## config.mk

```make
export PLATFORM = sky130hd
export DESIGN_NAME = adc_conversion_control
export DESIGN_NICKNAME = d
export VERILOG_FILES = /design/src/adc_ctrl_pkg.sv /design/src/adc_conversion_control.sv /design/src/conv_timer.sv
export SDC_FILE = /design/constraint.sdc
export NUM_CORES = 1
export LEC_CHECK = 0
export ABC_CLOCK_PERIOD_IN_PS = 3500
export BUFFER_PORTS_ARGS = -buffer_cell sky130_fd_sc_hd__buf_2
export CAP_MARGIN = 5
export CORE_AREA = 2 2 100 102
export DETAILED_ROUTE_END_ITERATION = 8
export DIE_AREA = 0 0 102 104
export PLACE_DENSITY = 0.72
export SLEW_MARGIN = 20
export SYNTH_ARGS = -nofsm -noshare
export SYNTH_HDL_FRONTEND = slang
export SYNTH_SLANG_ARGS = --single-unit
```

## constraint.sdc

```tcl
create_clock -name clk -period 3.5 [get_ports clk]
set_clock_uncertainty 0.1 [all_clocks]
set_input_delay 0.35 -clock clk [delete_from_list [all_inputs] [get_ports clk]]
set_output_delay 0.35 -clock clk [all_outputs]
set_load 0.02 [all_outputs]
```

## src/adc_ctrl_pkg.sv

```systemverilog
// Purpose: shared constants and types for the converter control logic
// Assumes: byte address is four times the register index, 8-bit data in the low lane
// Notes: one conversion is modelled as a fixed count of clock cycles
package adc_ctrl_pkg;

  // ---------------------------------------------------------------
  // clock and conversion timing
  // ---------------------------------------------------------------
  localparam int unsigned CLK_PERIOD_NS = 8;
  localparam int unsigned CONV_TIME_NS = 160;
  localparam int unsigned CONV_CYCLES = (CONV_TIME_NS + CLK_PERIOD_NS - 1) / CLK_PERIOD_NS;
  localparam logic [4:0] CONV_CNT_LAST = 5'(CONV_CYCLES - 1);

  // ---------------------------------------------------------------
  // register indices and byte addresses
  // ---------------------------------------------------------------
  localparam logic [7:0] IDX_SC1 = 8'h10;
  localparam logic [7:0] IDX_SC2 = 8'h11;
  localparam logic [7:0] IDX_SC4 = 8'h13;
  localparam logic [7:0] IDX_RH = 8'h14;
  localparam logic [7:0] IDX_RL = 8'h15;
  localparam logic [7:0] ADDR_SC1 = {IDX_SC1[5:0], 2'b00};
  localparam logic [7:0] ADDR_SC2 = {IDX_SC2[5:0], 2'b00};
  localparam logic [7:0] ADDR_SC4 = {IDX_SC4[5:0], 2'b00};
  localparam logic [7:0] ADDR_RH = {IDX_RH[5:0], 2'b00};
  localparam logic [7:0] ADDR_RL = {IDX_RL[5:0], 2'b00};

  // ---------------------------------------------------------------
  // field positions
  // ---------------------------------------------------------------
  localparam int unsigned SC1_DONE = 7;
  localparam int unsigned SC1_IRQ_EN = 6;
  localparam int unsigned SC1_CONT = 5;
  localparam int unsigned SC2_ACTIVE = 7;
  localparam int unsigned SC2_TRIG = 6;
  localparam int unsigned SC2_CMP_EN = 5;
  localparam int unsigned SC2_CMP_GT = 4;
  localparam int unsigned SC2_EMPTY = 3;
  localparam int unsigned SC2_FULL = 2;
  localparam int unsigned CHAN_W = 5;
  localparam int unsigned DEPTH_W = 3;
  localparam int unsigned QUEUE_ENTRIES = 8;
  localparam int unsigned RESULT_W = 10;

  // ---------------------------------------------------------------
  // reset values and codes
  // ---------------------------------------------------------------
  localparam logic [4:0] CHAN_OFF = 5'h1f;
  localparam logic [4:0] CHAN_RESET = 5'h1f;
  localparam logic [2:0] DEPTH_RESET = 3'h0;
  localparam logic [9:0] RESULT_RESET = 10'h000;

  typedef enum logic [0:0] {
    st_idle = 1'b0,
    st_conv = 1'b1
  } conv_state_t;

endpackage : adc_ctrl_pkg

```

## src/adc_conversion_control.sv

```systemverilog
// Purpose: conversion sequencing, trigger selection and status for the converter
// Assumes: sample_data and compare_match come from the analog side on this clock
// Notes: register read data stand for one cycle after the read strobe
//
// Summary of operation
// - single mode, software: one conversion per write
// - single mode, hardware: one conversion per trigger
// - queue enabled: each trigger runs one set
// - continuous bit makes conversions repeat endlessly
// - continuous with queue loops the whole set
// - five-bit field selects the converted channel
// - active flag set on start, cleared on end
// - trigger select bit picks software or hardware
// - compare enable bit switches compare function
// - no interrupt while interrupt enable is clear
// - interrupt asserted when done sets with enable
// - first register write aborts, restarts in software single mode unless all-ones
// - done flag per conversion or set, cleared
// - queue starts when filled under software trigger; all-ones resets it
//
// The address-and-strobe port was chosen for this implementation.
`timescale 1ns/1ns
module adc_conversion_control
  import adc_ctrl_pkg::*;
(
  input wire logic clk,
  input wire logic sys_rst,
  input wire logic [7:0] addr,
  input wire logic [7:0] wr_data,
  input wire logic wr_en,
  input wire logic rd_en,
  output logic [7:0] rd_data,
  input wire logic hw_trigger_input,
  input wire logic [9:0] sample_data,
  input wire logic compare_match,
  output logic conv_start,
  output logic [4:0] conv_channel,
  output logic conversion_active_flag,
  output logic compare_enable,
  output logic compare_greater,
  output logic irq
);

  // ---------------------------------------------------------------
  // register state
  // ---------------------------------------------------------------
  logic conversion_done_flag;
  logic complete_irq_enable;
  logic continuous_mode_bit;
  logic [4:0] channel_select_field;
  logic trigger_select_bit;
  logic compare_enable_bit;
  logic compare_greater_bit;
  logic [2:0] queue_depth_field;
  logic [9:0] result;
  logic result_unread;

  // channel queue
  logic [4:0] chan_queue [QUEUE_ENTRIES];
  logic [2:0] q_count;
  logic [2:0] q_pos;
  conv_state_t state;

  // ---------------------------------------------------------------
  // decode
  // ---------------------------------------------------------------
  logic wr_one;
  logic wr_two;
  logic wr_four;
  logic rd_low;
  logic queue_on;
  logic q_full;
  logic wr_stop;
  logic [2:0] wr_index;
  logic fill_complete;

  assign wr_one = wr_en && (addr == ADDR_SC1);
  assign wr_two = wr_en && (addr == ADDR_SC2);
  assign wr_four = wr_en && (addr == ADDR_SC4);
  assign rd_low = rd_en && (addr == ADDR_RL);
  assign queue_on = (queue_depth_field != 3'h0);
  assign q_full = queue_on && (q_count == queue_depth_field);
  assign wr_stop = (wr_data[4:0] == CHAN_OFF);
  // a write to a full queue begins a new fill at entry 0
  assign wr_index = q_full ? 3'h0 : q_count;
  assign fill_complete = queue_on && ((wr_index + 3'h1) == queue_depth_field);

  // ---------------------------------------------------------------
  // hardware trigger synchroniser
  // ---------------------------------------------------------------
  logic hw_s1;
  logic hw_s2;
  logic hw_s3;
  logic hw_level;
  logic hw_edge;

  always_ff @(posedge clk)
  begin
    if (sys_rst)
    begin
      hw_s1 <= 1'b0;
      hw_s2 <= 1'b0;
      hw_s3 <= 1'b0;
      hw_level <= 1'b0;
    end
    else
    begin
      hw_s1 <= hw_trigger_input;
      hw_s2 <= hw_s1;
      hw_s3 <= hw_s2;
      if (hw_s2 == hw_s3)
      begin
        hw_level <= hw_s3;
      end
    end
  end

  assign hw_edge = (hw_s2 == hw_s3) && hw_s3 && !hw_level;

  // ---------------------------------------------------------------
  // conversion timer
  // ---------------------------------------------------------------
  logic start_now;
  logic abort_now;
  logic conv_done;

  conv_timer u_timer (
    .clk(clk),
    .sys_rst(sys_rst),
    .start(start_now),
    .abort(abort_now),
    .busy(),
    .done(conv_done)
  );

  // ---------------------------------------------------------------
  // sequencing decisions
  // ---------------------------------------------------------------
  logic [4:0] start_chan;
  logic [2:0] next_q_pos;
  logic set_end;
  conv_state_t next_state;

  always_comb
  begin
    start_now = 1'b0;
    abort_now = 1'b0;
    start_chan = channel_select_field;
    next_q_pos = q_pos;
    set_end = 1'b0;
    next_state = state;
    if (wr_one)
    begin
      // every write to the first register ends what is running
      abort_now = 1'b1;
      next_state = st_idle;
      if (!trigger_select_bit && !wr_stop)
      begin
        if (!queue_on)
        begin
          start_now = 1'b1;
          start_chan = wr_data[4:0];
        end
        else if (fill_complete)
        begin
          start_now = 1'b1;
          start_chan = (wr_index == 3'h0) ? wr_data[4:0] : chan_queue[0];
          next_q_pos = 3'h0;
        end
      end
    end
    else if (hw_edge && trigger_select_bit && (state == st_idle))
    begin
      if (!queue_on && (channel_select_field != CHAN_OFF))
      begin
        start_now = 1'b1;
        start_chan = channel_select_field;
      end
      else if (q_full)
      begin
        start_now = 1'b1;
        start_chan = chan_queue[0];
        next_q_pos = 3'h0;
      end
    end
    else if (conv_done && (state == st_conv))
    begin
      if (queue_on && ((q_pos + 3'h1) < queue_depth_field))
      begin
        start_now = 1'b1;
        next_q_pos = q_pos + 3'h1;
        start_chan = chan_queue[next_q_pos];
      end
      else
      begin
        set_end = 1'b1;
        if (continuous_mode_bit)
        begin
          start_now = 1'b1;
          next_q_pos = 3'h0;
          start_chan = queue_on ? chan_queue[0] : channel_select_field;
        end
        else
        begin
          next_state = st_idle;
        end
      end
    end
    if (start_now)
    begin
      next_state = st_conv;
    end
  end

  always_ff @(posedge clk)
  begin
    if (sys_rst)
    begin
      state <= st_idle;
      q_pos <= 3'h0;
      conv_start <= 1'b0;
      conv_channel <= CHAN_RESET;
      conversion_active_flag <= 1'b0;
    end
    else
    begin
      state <= next_state;
      q_pos <= next_q_pos;
      conv_start <= start_now;
      conversion_active_flag <= (next_state == st_conv);
      if (start_now)
      begin
        conv_channel <= start_chan;
      end
    end
  end

  // ---------------------------------------------------------------
  // channel queue fill
  // ---------------------------------------------------------------
  always_ff @(posedge clk)
  begin
    if (sys_rst)
    begin
      q_count <= 3'h0;
    end
    else if (wr_four)
    begin
      q_count <= 3'h0;
    end
    else if (wr_one && queue_on)
    begin
      if (wr_stop)
      begin
        q_count <= 3'h0;
      end
      else
      begin
        q_count <= wr_index + 3'h1;
      end
    end
  end

  genvar gi;
  generate
    for (gi = 0; gi < QUEUE_ENTRIES; gi = gi + 1)
    begin : g_queue
      always_ff @(posedge clk)
      begin
        if (sys_rst)
        begin
          chan_queue[gi] <= CHAN_RESET;
        end
        else if (wr_one && queue_on && !wr_stop && (wr_index == 3'(gi)))
        begin
          chan_queue[gi] <= wr_data[4:0];
        end
      end
    end
  endgenerate

  // ---------------------------------------------------------------
  // control registers
  // ---------------------------------------------------------------
  always_ff @(posedge clk)
  begin
    if (sys_rst)
    begin
      complete_irq_enable <= 1'b0;
      continuous_mode_bit <= 1'b0;
      channel_select_field <= CHAN_RESET;
    end
    else if (wr_one)
    begin
      complete_irq_enable <= wr_data[SC1_IRQ_EN];
      continuous_mode_bit <= wr_data[SC1_CONT];
      channel_select_field <= wr_data[4:0];
    end
  end

  always_ff @(posedge clk)
  begin
    if (sys_rst)
    begin
      trigger_select_bit <= 1'b0;
      compare_enable_bit <= 1'b0;
      compare_greater_bit <= 1'b0;
    end
    else if (wr_two)
    begin
      trigger_select_bit <= wr_data[SC2_TRIG];
      compare_enable_bit <= wr_data[SC2_CMP_EN];
      compare_greater_bit <= wr_data[SC2_CMP_GT];
    end
  end

  always_ff @(posedge clk)
  begin
    if (sys_rst)
    begin
      queue_depth_field <= DEPTH_RESET;
    end
    else if (wr_four)
    begin
      queue_depth_field <= wr_data[2:0];
    end
  end

  assign compare_enable = compare_enable_bit;
  assign compare_greater = compare_greater_bit;

  // ---------------------------------------------------------------
  // done flag, result and interrupt
  // ---------------------------------------------------------------
  logic set_done;
  logic next_done;
  logic next_irq_en;

  // with compare on, only a matching result completes
  assign set_done = set_end && (!compare_enable_bit || compare_match);
  assign next_done = set_done ? 1'b1 : ((wr_one || rd_low) ? 1'b0 : conversion_done_flag);
  assign next_irq_en = wr_one ? wr_data[SC1_IRQ_EN] : complete_irq_enable;

  always_ff @(posedge clk)
  begin
    if (sys_rst)
    begin
      conversion_done_flag <= 1'b0;
      irq <= 1'b0;
    end
    else
    begin
      conversion_done_flag <= next_done;
      irq <= next_done && next_irq_en;
    end
  end

  always_ff @(posedge clk)
  begin
    if (sys_rst)
    begin
      result <= RESULT_RESET;
      result_unread <= 1'b0;
    end
    else
    begin
      if (conv_done && (state == st_conv))
      begin
        result <= sample_data;
        result_unread <= 1'b1;
      end
      else if (rd_low)
      begin
        result_unread <= 1'b0;
      end
    end
  end

  // ---------------------------------------------------------------
  // read port
  // ---------------------------------------------------------------
  always_ff @(posedge clk)
  begin
    if (sys_rst)
    begin
      rd_data <= 8'h00;
    end
    else if (rd_en)
    begin
      case (addr)
        ADDR_SC1: rd_data <= {conversion_done_flag, complete_irq_enable,
                              continuous_mode_bit, channel_select_field};
        ADDR_SC2: rd_data <= {conversion_active_flag, trigger_select_bit, compare_enable_bit,
                              compare_greater_bit, !result_unread, result_unread, 2'b00};
        ADDR_SC4: rd_data <= {5'h00, queue_depth_field};
        ADDR_RH: rd_data <= {6'h00, result[9:8]};
        ADDR_RL: rd_data <= result[7:0];
        default: rd_data <= 8'h00;
      endcase
    end
    else
    begin
      rd_data <= 8'h00;
    end
  end

endmodule : adc_conversion_control

```

## src/conv_timer.sv

```systemverilog
// Purpose: times one conversion and pulses done at its end
// Assumes: start and abort come from logic on the same clock
// Notes: start wins over abort so an abort-and-restart is one cycle
`timescale 1ns/1ns
module conv_timer
  import adc_ctrl_pkg::*;
(
  input wire logic clk,
  input wire logic sys_rst,
  input wire logic start,
  input wire logic abort,
  output logic busy,
  output logic done
);

  logic [4:0] cnt;

  // ---------------------------------------------------------------
  // cycle counter
  // ---------------------------------------------------------------
  always_ff @(posedge clk)
  begin
    if (sys_rst)
    begin
      cnt <= 5'h00;
      busy <= 1'b0;
      done <= 1'b0;
    end
    else
    begin
      done <= 1'b0;
      if (start)
      begin
        cnt <= 5'h00;
        busy <= 1'b1;
      end
      else if (abort)
      begin
        busy <= 1'b0;
      end
      else if (busy)
      begin
        if (cnt == CONV_CNT_LAST)
        begin
          busy <= 1'b0;
          done <= 1'b1;
        end
        else
        begin
          cnt <= cnt + 5'h01;
        end
      end
    end
  end

endmodule : conv_timer

```

==> impl_metrics.py, run 1 <==
metrics = {
    "sta": {
        "fin_crit_sh_pct": 92.48,
        "setup_violations": 0,
        "rsz0062_at_grt": "false",
        "setup_tns_ps": 0,
        "setup_slack_ps": 263.2,
        "max_slew_margin_pct": 50.14,
        "tightest_slew_ps": 747.9,
        "maxSlewViolCount": 0,
        "timing.final.crit_period_ps": 3237,
        "hold_viol": 0,
        "max_freq_mhz": 308.9,
    },
    "detailed_routing": {
        "routed_wl_um": 12260,
        "via_per_inst": 5.897,
        "wl_per_cell_um": 17.87,
        "drc_errors": 0,
        "via_count": 4045,
        "drt_iter0_markers": 488,
        "dr.pass1.iters": 5,
        "ant_nets": 0,
    },
    "clock_network": {
        "cts_sinks": 98,
        "ctsResizeCount": 0,
        "cts_made_buffers": 9,
        "clk_path_buf_depth": 2,
        "htreeDepth": 3,
        "cts_setup_buffers": 0,
        "clk_pin_slew_ps": 90,
        "cts_hold_buf": 0,
        "clk_latency_ps": 380,
        "cts_root_buf": "clkbuf_8",
        "cts_tree": "done",
    },
    "power_and_ir_drop": {
        "finalPower_mw": 2.101,
        "power_switching_mw": 0.4596,
        "seq_power_share_pct": 57.2,
        "ir_drop_mv": 0.3047,
        "sw_frac_of_total_pct": 21.87,
        "clockPowerShare_pct": 38.8,
        "pwr-share-comb_pct": 4.0,
        "p_per_area_mw_per_mm2": 370.1,
        "p_leak_nw": 1.972,
        "p_int_mw": 1.641,
    },
    "worst_setup_path": {
        "end_kind": "flop",
        "worst-path-max-fanout": 12,
        "cp_top_family": "compound AO/OA/AOI/OAI gates",
        "path_buf_inv": 0,
        "critPathArrivalTime_ps": 3380,
        "critical_path_required_ps": 3640,
        "startpoint_type": "flop",
        "slowest_stage": "dfxtp_1",
        "slowest_delay_ps": 580,
        "crit_chain": "xnor2_1 -> o2111ai_2 -> and2_1 -> ha_1 -> xor2_1 -> o211ai_1 -> nor2_1 -> o21ai_1 -> a211oi_4 -> a32oi_1",
        "crit_type": "reg2reg",
    },
    "synthesis": {
        "synth_compound_area_share_pct": 12.71,
        "synthArstFlopShare_pct": 0,
        "synth_cell_types": 67,
        "syn_area_per_cell_um2": 9.997,
        "synth.net_count": 551,
        "synth.cell_area_mm2": 0.005099,
        "yosysTopAreaCell": "edfxtp_1",
        "syn_inst": 510,
        "synth-simple-area-share_pct": 23.04,
        "synth_fa_ha_area_share_pct": 2.209,
        "yosysSeqAreaShare_pct": 46.33,
        "synth_edf_count": 40,
        "synthXorXnorAreaFrac_pct": 1.840,
        "synth_top_family_by_area": "simple AND/OR/NAND/NOR gates",
        "synthTopCellsByCount": "58 x dfxtp_1, 55 x nand2_1, 40 x edfxtp_1, 40 x or2_1, 33 x mux2i_1",
        "yosysMostFrequentCell": "dfxtp_1",
        "synth_ff_type": "dfxtp_1",
        "ys_ff_latch": 98,
        "synth_warnings": 0,
        "synth.area.top_cells": "edfxtp_1 24%, dfxtp_1 23%, mux2i_1 6.5%",
        "synth_mux_area_share_pct": 10.23,
        "synth_top_area_share_pct": 23.56,
    },
    "grt": {
        "grt_usage_pct": 23.74,
        "grt_pass1_vias": 3827,
        "grt_pass1_wl_um": 19390,
        "antenna_found_initial": 0,
        "grt_start_max_net_pins": 40,
        "grt.overflow.total": 0,
    },
    "final_layout": {
        "antenna_cells": 0,
        "final_cells": 686,
        "layout.nets": 589,
        "design_area_mm2": 0.005677,
        "drive_above_1_share_pct": 18.26,
        "syn2layout_area_growth_pct": 11.34,
        "fillers": 862,
    },
    "placement": {
        "dp_slack_ps": 316.4,
        "globalplace.congestion": 0.9037,
        "hpwlAfterDp_um": 8868,
        "dp.cells": 670,
        "portBuffers": 48,
        "place_area_mm2": 0.005436,
    },
    "die": {
        "num_rows": 36,
        "initial_core_util_pct": 53.39,
        "die-area_mm2": 0.01061,
        "pin_count": 50,
        "die_h_um": 104,
        "die_width_um": 102,
        "core_area_mm2": 0.009549,
    },
    "worst_hold_path": {
        "hp-class": "in2reg",
    },
    "job": {
        "max_cap_viol_count": 0,
    },
    "run_status": {
        "outcome": "finished, final reports clean",
    },
}
[worst reg2reg max path, stage by stage (launching register included)]
cell       delay (ps)
dfxtp_1           580
xnor2_1           210
o2111ai_2         310
and2_1            290
ha_1              310
xor2_1            160
o211ai_1          160
nor2_1            240
o21ai_1           170
a211oi_4          430
a32oi_1           150
[per-layer routing]
| metal | global-route usage, % | vias to the layer above | share of wire, % |
|---|---|---|---|
| met3 | 4.435 | 20 | 6.8 |
| met1 | 33.80 | 1927 | 45 |
| met2 | 35.86 | 160 | 46 |
| met4 | 8.952 | 0 | 1.8 |
| li1 | - | 1938 | - |
| met5 | 0 | - | 0 |
[final timing paths]
| kind | startpoint | to | slack (ps) | depth (start not counted) |
|---|---|---|---|---|
| setup / recovery | q_count[0] | conv_channel[1] | 260 | 10 |
| setup reg to reg | q_count[0] | conv_channel[1] | 260 | 10 |
| hold / removal | hw_trigger_input | hw_s1 | 90 | 2 |
| hold reg to reg | hw_s1 | hw_s2 | 340 | 1 |
[cell families (layout without fill, tap and decap cells)]
group | after synthesis | in the layout
xor+xnor | 9 | 9
compound gates | 91 | 91
simple gates | 218 | 218
mux | 44 | 44
fa+ha+maj | 9 | 9
buf+inv | 41 | 84
flops | 98 | 98
[per-stage QoR]
stage | hold WS [ps] | utilization [%]
5_1_grt | 83.68 | 59.45
4_1_cts | 88.13 | 59.36
3_5_place_dp | 335.3 | 56.93
6_report | 92.38 | 59.45
2_1_floorplan | 313.8 | -
3_3_place_gp | 318.9 | 56.93
[power by group through the flow]
stage | registers [mW] | logic (mW) | clock network (mW)
finish | 1.20 | 0.0835 | 0.815
floorplan | 1.23 | 0.0451 | 0
global route | 1.20 | 0.0911 | 0.874
global placement | 1.23 | 0.0805 | 0
CTS | 1.20 | 0.0832 | 0.824
detailed placement | 1.23 | 0.0829 | 0
[final cells by class]
type | instances | area [um^2] | area share, %
multi-input cells | 371 | 2559 | 45.07
flip-flops and latches | 98 | 2364 | 41.64
repair buffers | 59 | 322.8 | 5.687
clock buffers | 12 | 176.4 | 3.108
well taps | 133 | 166.4 | 2.931
clock inverters | 4 | 55.05 | 0.9698
inverters | 9 | 33.78 | 0.5951
[sequential cells by signal, indices dropped and copies added, names as in the netlist, 3 cells and up]
| register | count |
|---|---|
| chan_queue | 40 |
| result | 10 |
| rd_data | 8 |
| channel_select_field | 5 |
| conv_channel | 5 |
| u_timer.cnt | 5 |
| q_count | 3 |
| q_pos | 3 |
| queue_depth_field | 3 |
[placed cells by master (no fill, tap or decap), types with 5 or more instances in the layout]
cell,synthesis,layout
nor2b_1,5,5
nand3b_1,6,6
inv_1,8,8
nand2_1,55,55
or2_1,40,40
mux2i_1,33,33
dfxtp_1,58,57
o21ai_0,9,9
nand4_1,7,7
nor2_1,31,31
edfxtp_1,40,40
and3_1,7,7
buf_2,5,48
nand2b_1,7,7
clkbuf_8,0,11
a21o_1,9,9
nor3_1,22,22
a32oi_1,6,6
or3_1,8,8
a22oi_1,7,7
mux2_2,5,5
ha_1,9,9
buf_4,0,11
nand3_1,5,5
a21oi_1,25,25
mux4_2,6,6
a31oi_1,7,7
No activity file was read; power rests on OpenSTA's default activity.
==> run 2: changes to the inputs <==
--- a/config.mk
+++ b/config.mk
@@ -11,7 +11,7 @@
 export CORE_AREA = 2 2 100 102
 export DETAILED_ROUTE_END_ITERATION = 8
 export DIE_AREA = 0 0 102 104
-export PLACE_DENSITY = 0.72
+export PLACE_DENSITY = 0.71
 export SLEW_MARGIN = 20
 export SYNTH_ARGS = -nofsm -noshare
 export SYNTH_HDL_FRONTEND = slang
==> impl_metrics.py, run 2 (synthesis results as in run 1) <==
metrics = {
    "clock_network": {
        "cts_made_buffers": 9,
        "cts_tree": "done",
        "cts_hold_buf": 0,
        "clk_latency_ps": 360,
        "htreeDepth": 3,
        "clk_pin_slew_ps": 90,
        "cts_sinks": 98,
        "cts_setup_buffers": 0,
        "cts_root_buf": "clkbuf_8",
        "clk_path_buf_depth": 2,
    },
    "detailed_routing": {
        "routed_wl_um": 12380,
        "via_count": 4118,
        "dr.pass1.iters": 5,
        "via_per_inst": 5.994,
        "drc_errors": 0,
        "wl_per_cell_um": 18.01,
        "drt_iter0_markers": 427,
        "ant_nets": 0,
    },
    "placement": {
        "dp_slack_ps": 308.6,
        "hpwlAfterDp_um": 8759,
        "globalplace.congestion": 0.9106,
        "portBuffers": 48,
        "dp.cells": 671,
    },
    "worst_setup_path": {
        "slowest_delay_ps": 590,
        "slowest_stage": "dfxtp_1",
        "path_buf_inv": 0,
        "crit_chain": "xnor2_2 -> o2111ai_2 -> and2_1 -> ha_1 -> xor2_1 -> o211ai_1 -> nor2_1 -> o21ai_1 -> a211oi_4 -> a32oi_1",
        "cp_top_family": "compound AO/OA/AOI/OAI gates",
        "critPathArrivalTime_ps": 3380,
        "end_kind": "flop",
        "worst-path-max-fanout": 10,
        "critical_path_required_ps": 3630,
        "crit_type": "reg2reg",
        "startpoint_type": "flop",
    },
    "sta": {
        "setup_violations": 0,
        "fin_crit_sh_pct": 92.96,
        "timing.final.crit_period_ps": 3254,
        "maxSlewViolCount": 0,
        "max_freq_mhz": 307.3,
        "tightest_slew_ps": 857.6,
        "max_slew_margin_pct": 42.83,
        "rsz0062_at_grt": "false",
        "hold_slack_ps": 103.3,
        "setup_tns_ps": 0,
        "hold_viol": 0,
        "setup_slack_ps": 246.3,
    },
    "final_layout": {
        "syn2layout_area_growth_pct": 10.92,
        "final_cells": 687,
        "final_common_cell": "dfxtp_1",
        "layout.nets": 590,
        "largest_reg_flops": 40,
        "antenna_cells": 0,
        "most-common-layout-cells": "58 x dfxtp_1, 55 x nand2_1, 48 x buf_2",
        "fillers": 838,
        "multi_input_area_mm2": 0.002559,
        "top_regs": "chan_queue x40, result x10, rd_data x8",
        "drive_above_1_share_pct": 18.23,
        "seq_area_mm2": 0.002362,
        "top_register": "chan_queue",
    },
    "power_and_ir_drop": {
        "p_leak_nw": 1.961,
        "ir_drop_mv": 0.2685,
        "p_per_area_mw_per_mm2": 359.6,
    },
    "die": {
        "die_width_um": 102,
        "die_h_um": 104,
        "pin_count": 50,
        "core_area_mm2": 0.009549,
        "die-area_mm2": 0.01061,
        "initial_core_util_pct": 53.39,
        "num_rows": 36,
    },
    "grt": {
        "grt.overflow.total": 0,
        "grt_pass1_wl_um": 19710,
        "grt_usage_pct": 23.75,
        "grt_pass1_vias": 3882,
        "antenna_found_initial": 0,
        "grt_start_max_net_pins": 44,
    },
    "worst_hold_path": {
        "hp-class": "in2reg",
    },
    "job": {
        "max_cap_viol_count": 0,
    },
    "run_status": {
        "outcome": "finished, final reports clean",
    },
}
## run 2: cell types whose count changed in the layout (fill, tap and decap cells not counted)
cell and change:
buf_4 +1, bufinv_16 -1, clkbuf_8 -1, clkinvlp_4 +1, dfxtp_1 +1, dfxtp_2 -1, inv_6 +1
## run 2: cell type report
class                           instances  area share [%]
Timing Repair Buffer                   60           5.841
Tap cell                              133           2.942
Sequential cell                        98           41.77
Clock inverter                          5          0.7301
Multi-Input combinational cell        371           45.24
Inverter                                9          0.5973
Clock buffer                           11           2.876
## run 2: power by group
part | internal, mW | total [mW] | switching (mW)
clock network | 0.328 | 0.747 | 0.419
logic | 0.0276 | 0.0838 | 0.0562
registers | 1.20 | 1.20 | 0.00497
## run 2: final timing paths
kind | from | endpoint | slack, ps | depth (start not counted)
min reg2reg | hw_s1 | hw_s2 | 350 | 1
max reg2reg | queue_depth_field[1] | conv_channel[1] | 250 | 10
max | queue_depth_field[1] | conv_channel[1] | 250 | 10
min | hw_trigger_input | hw_s1 | 100 | 2
## run 2: repair_timing
item	CTS	global route
endpoints found under the setup margin	0	1
hold endpoints to repair	0	0
gates resized for setup	0	1
## run 2: through the flow
stage	area, um^2	utilization, %	total power [mW]
2_1_floorplan	5099	-	1.272
3_3_place_gp	5444	57.01	1.309
3_5_place_dp	5444	57.01	1.311
4_1_cts	5648	59.15	2.044
5_1_grt	5655	59.22	2.096
6_report	5655	59.22	2.034
## run 2: per-layer routing
layer	vias to the layer above	wire length (um)	GRT usage [%]	part of all wire [%]
met1	1996	5685	34.64	46
met4	0	158	6.095	1.3
met5	-	0	0	0
met2	163	5834	37.17	47
li1	1943	-	-	-
met3	16	697	3.293	5.6
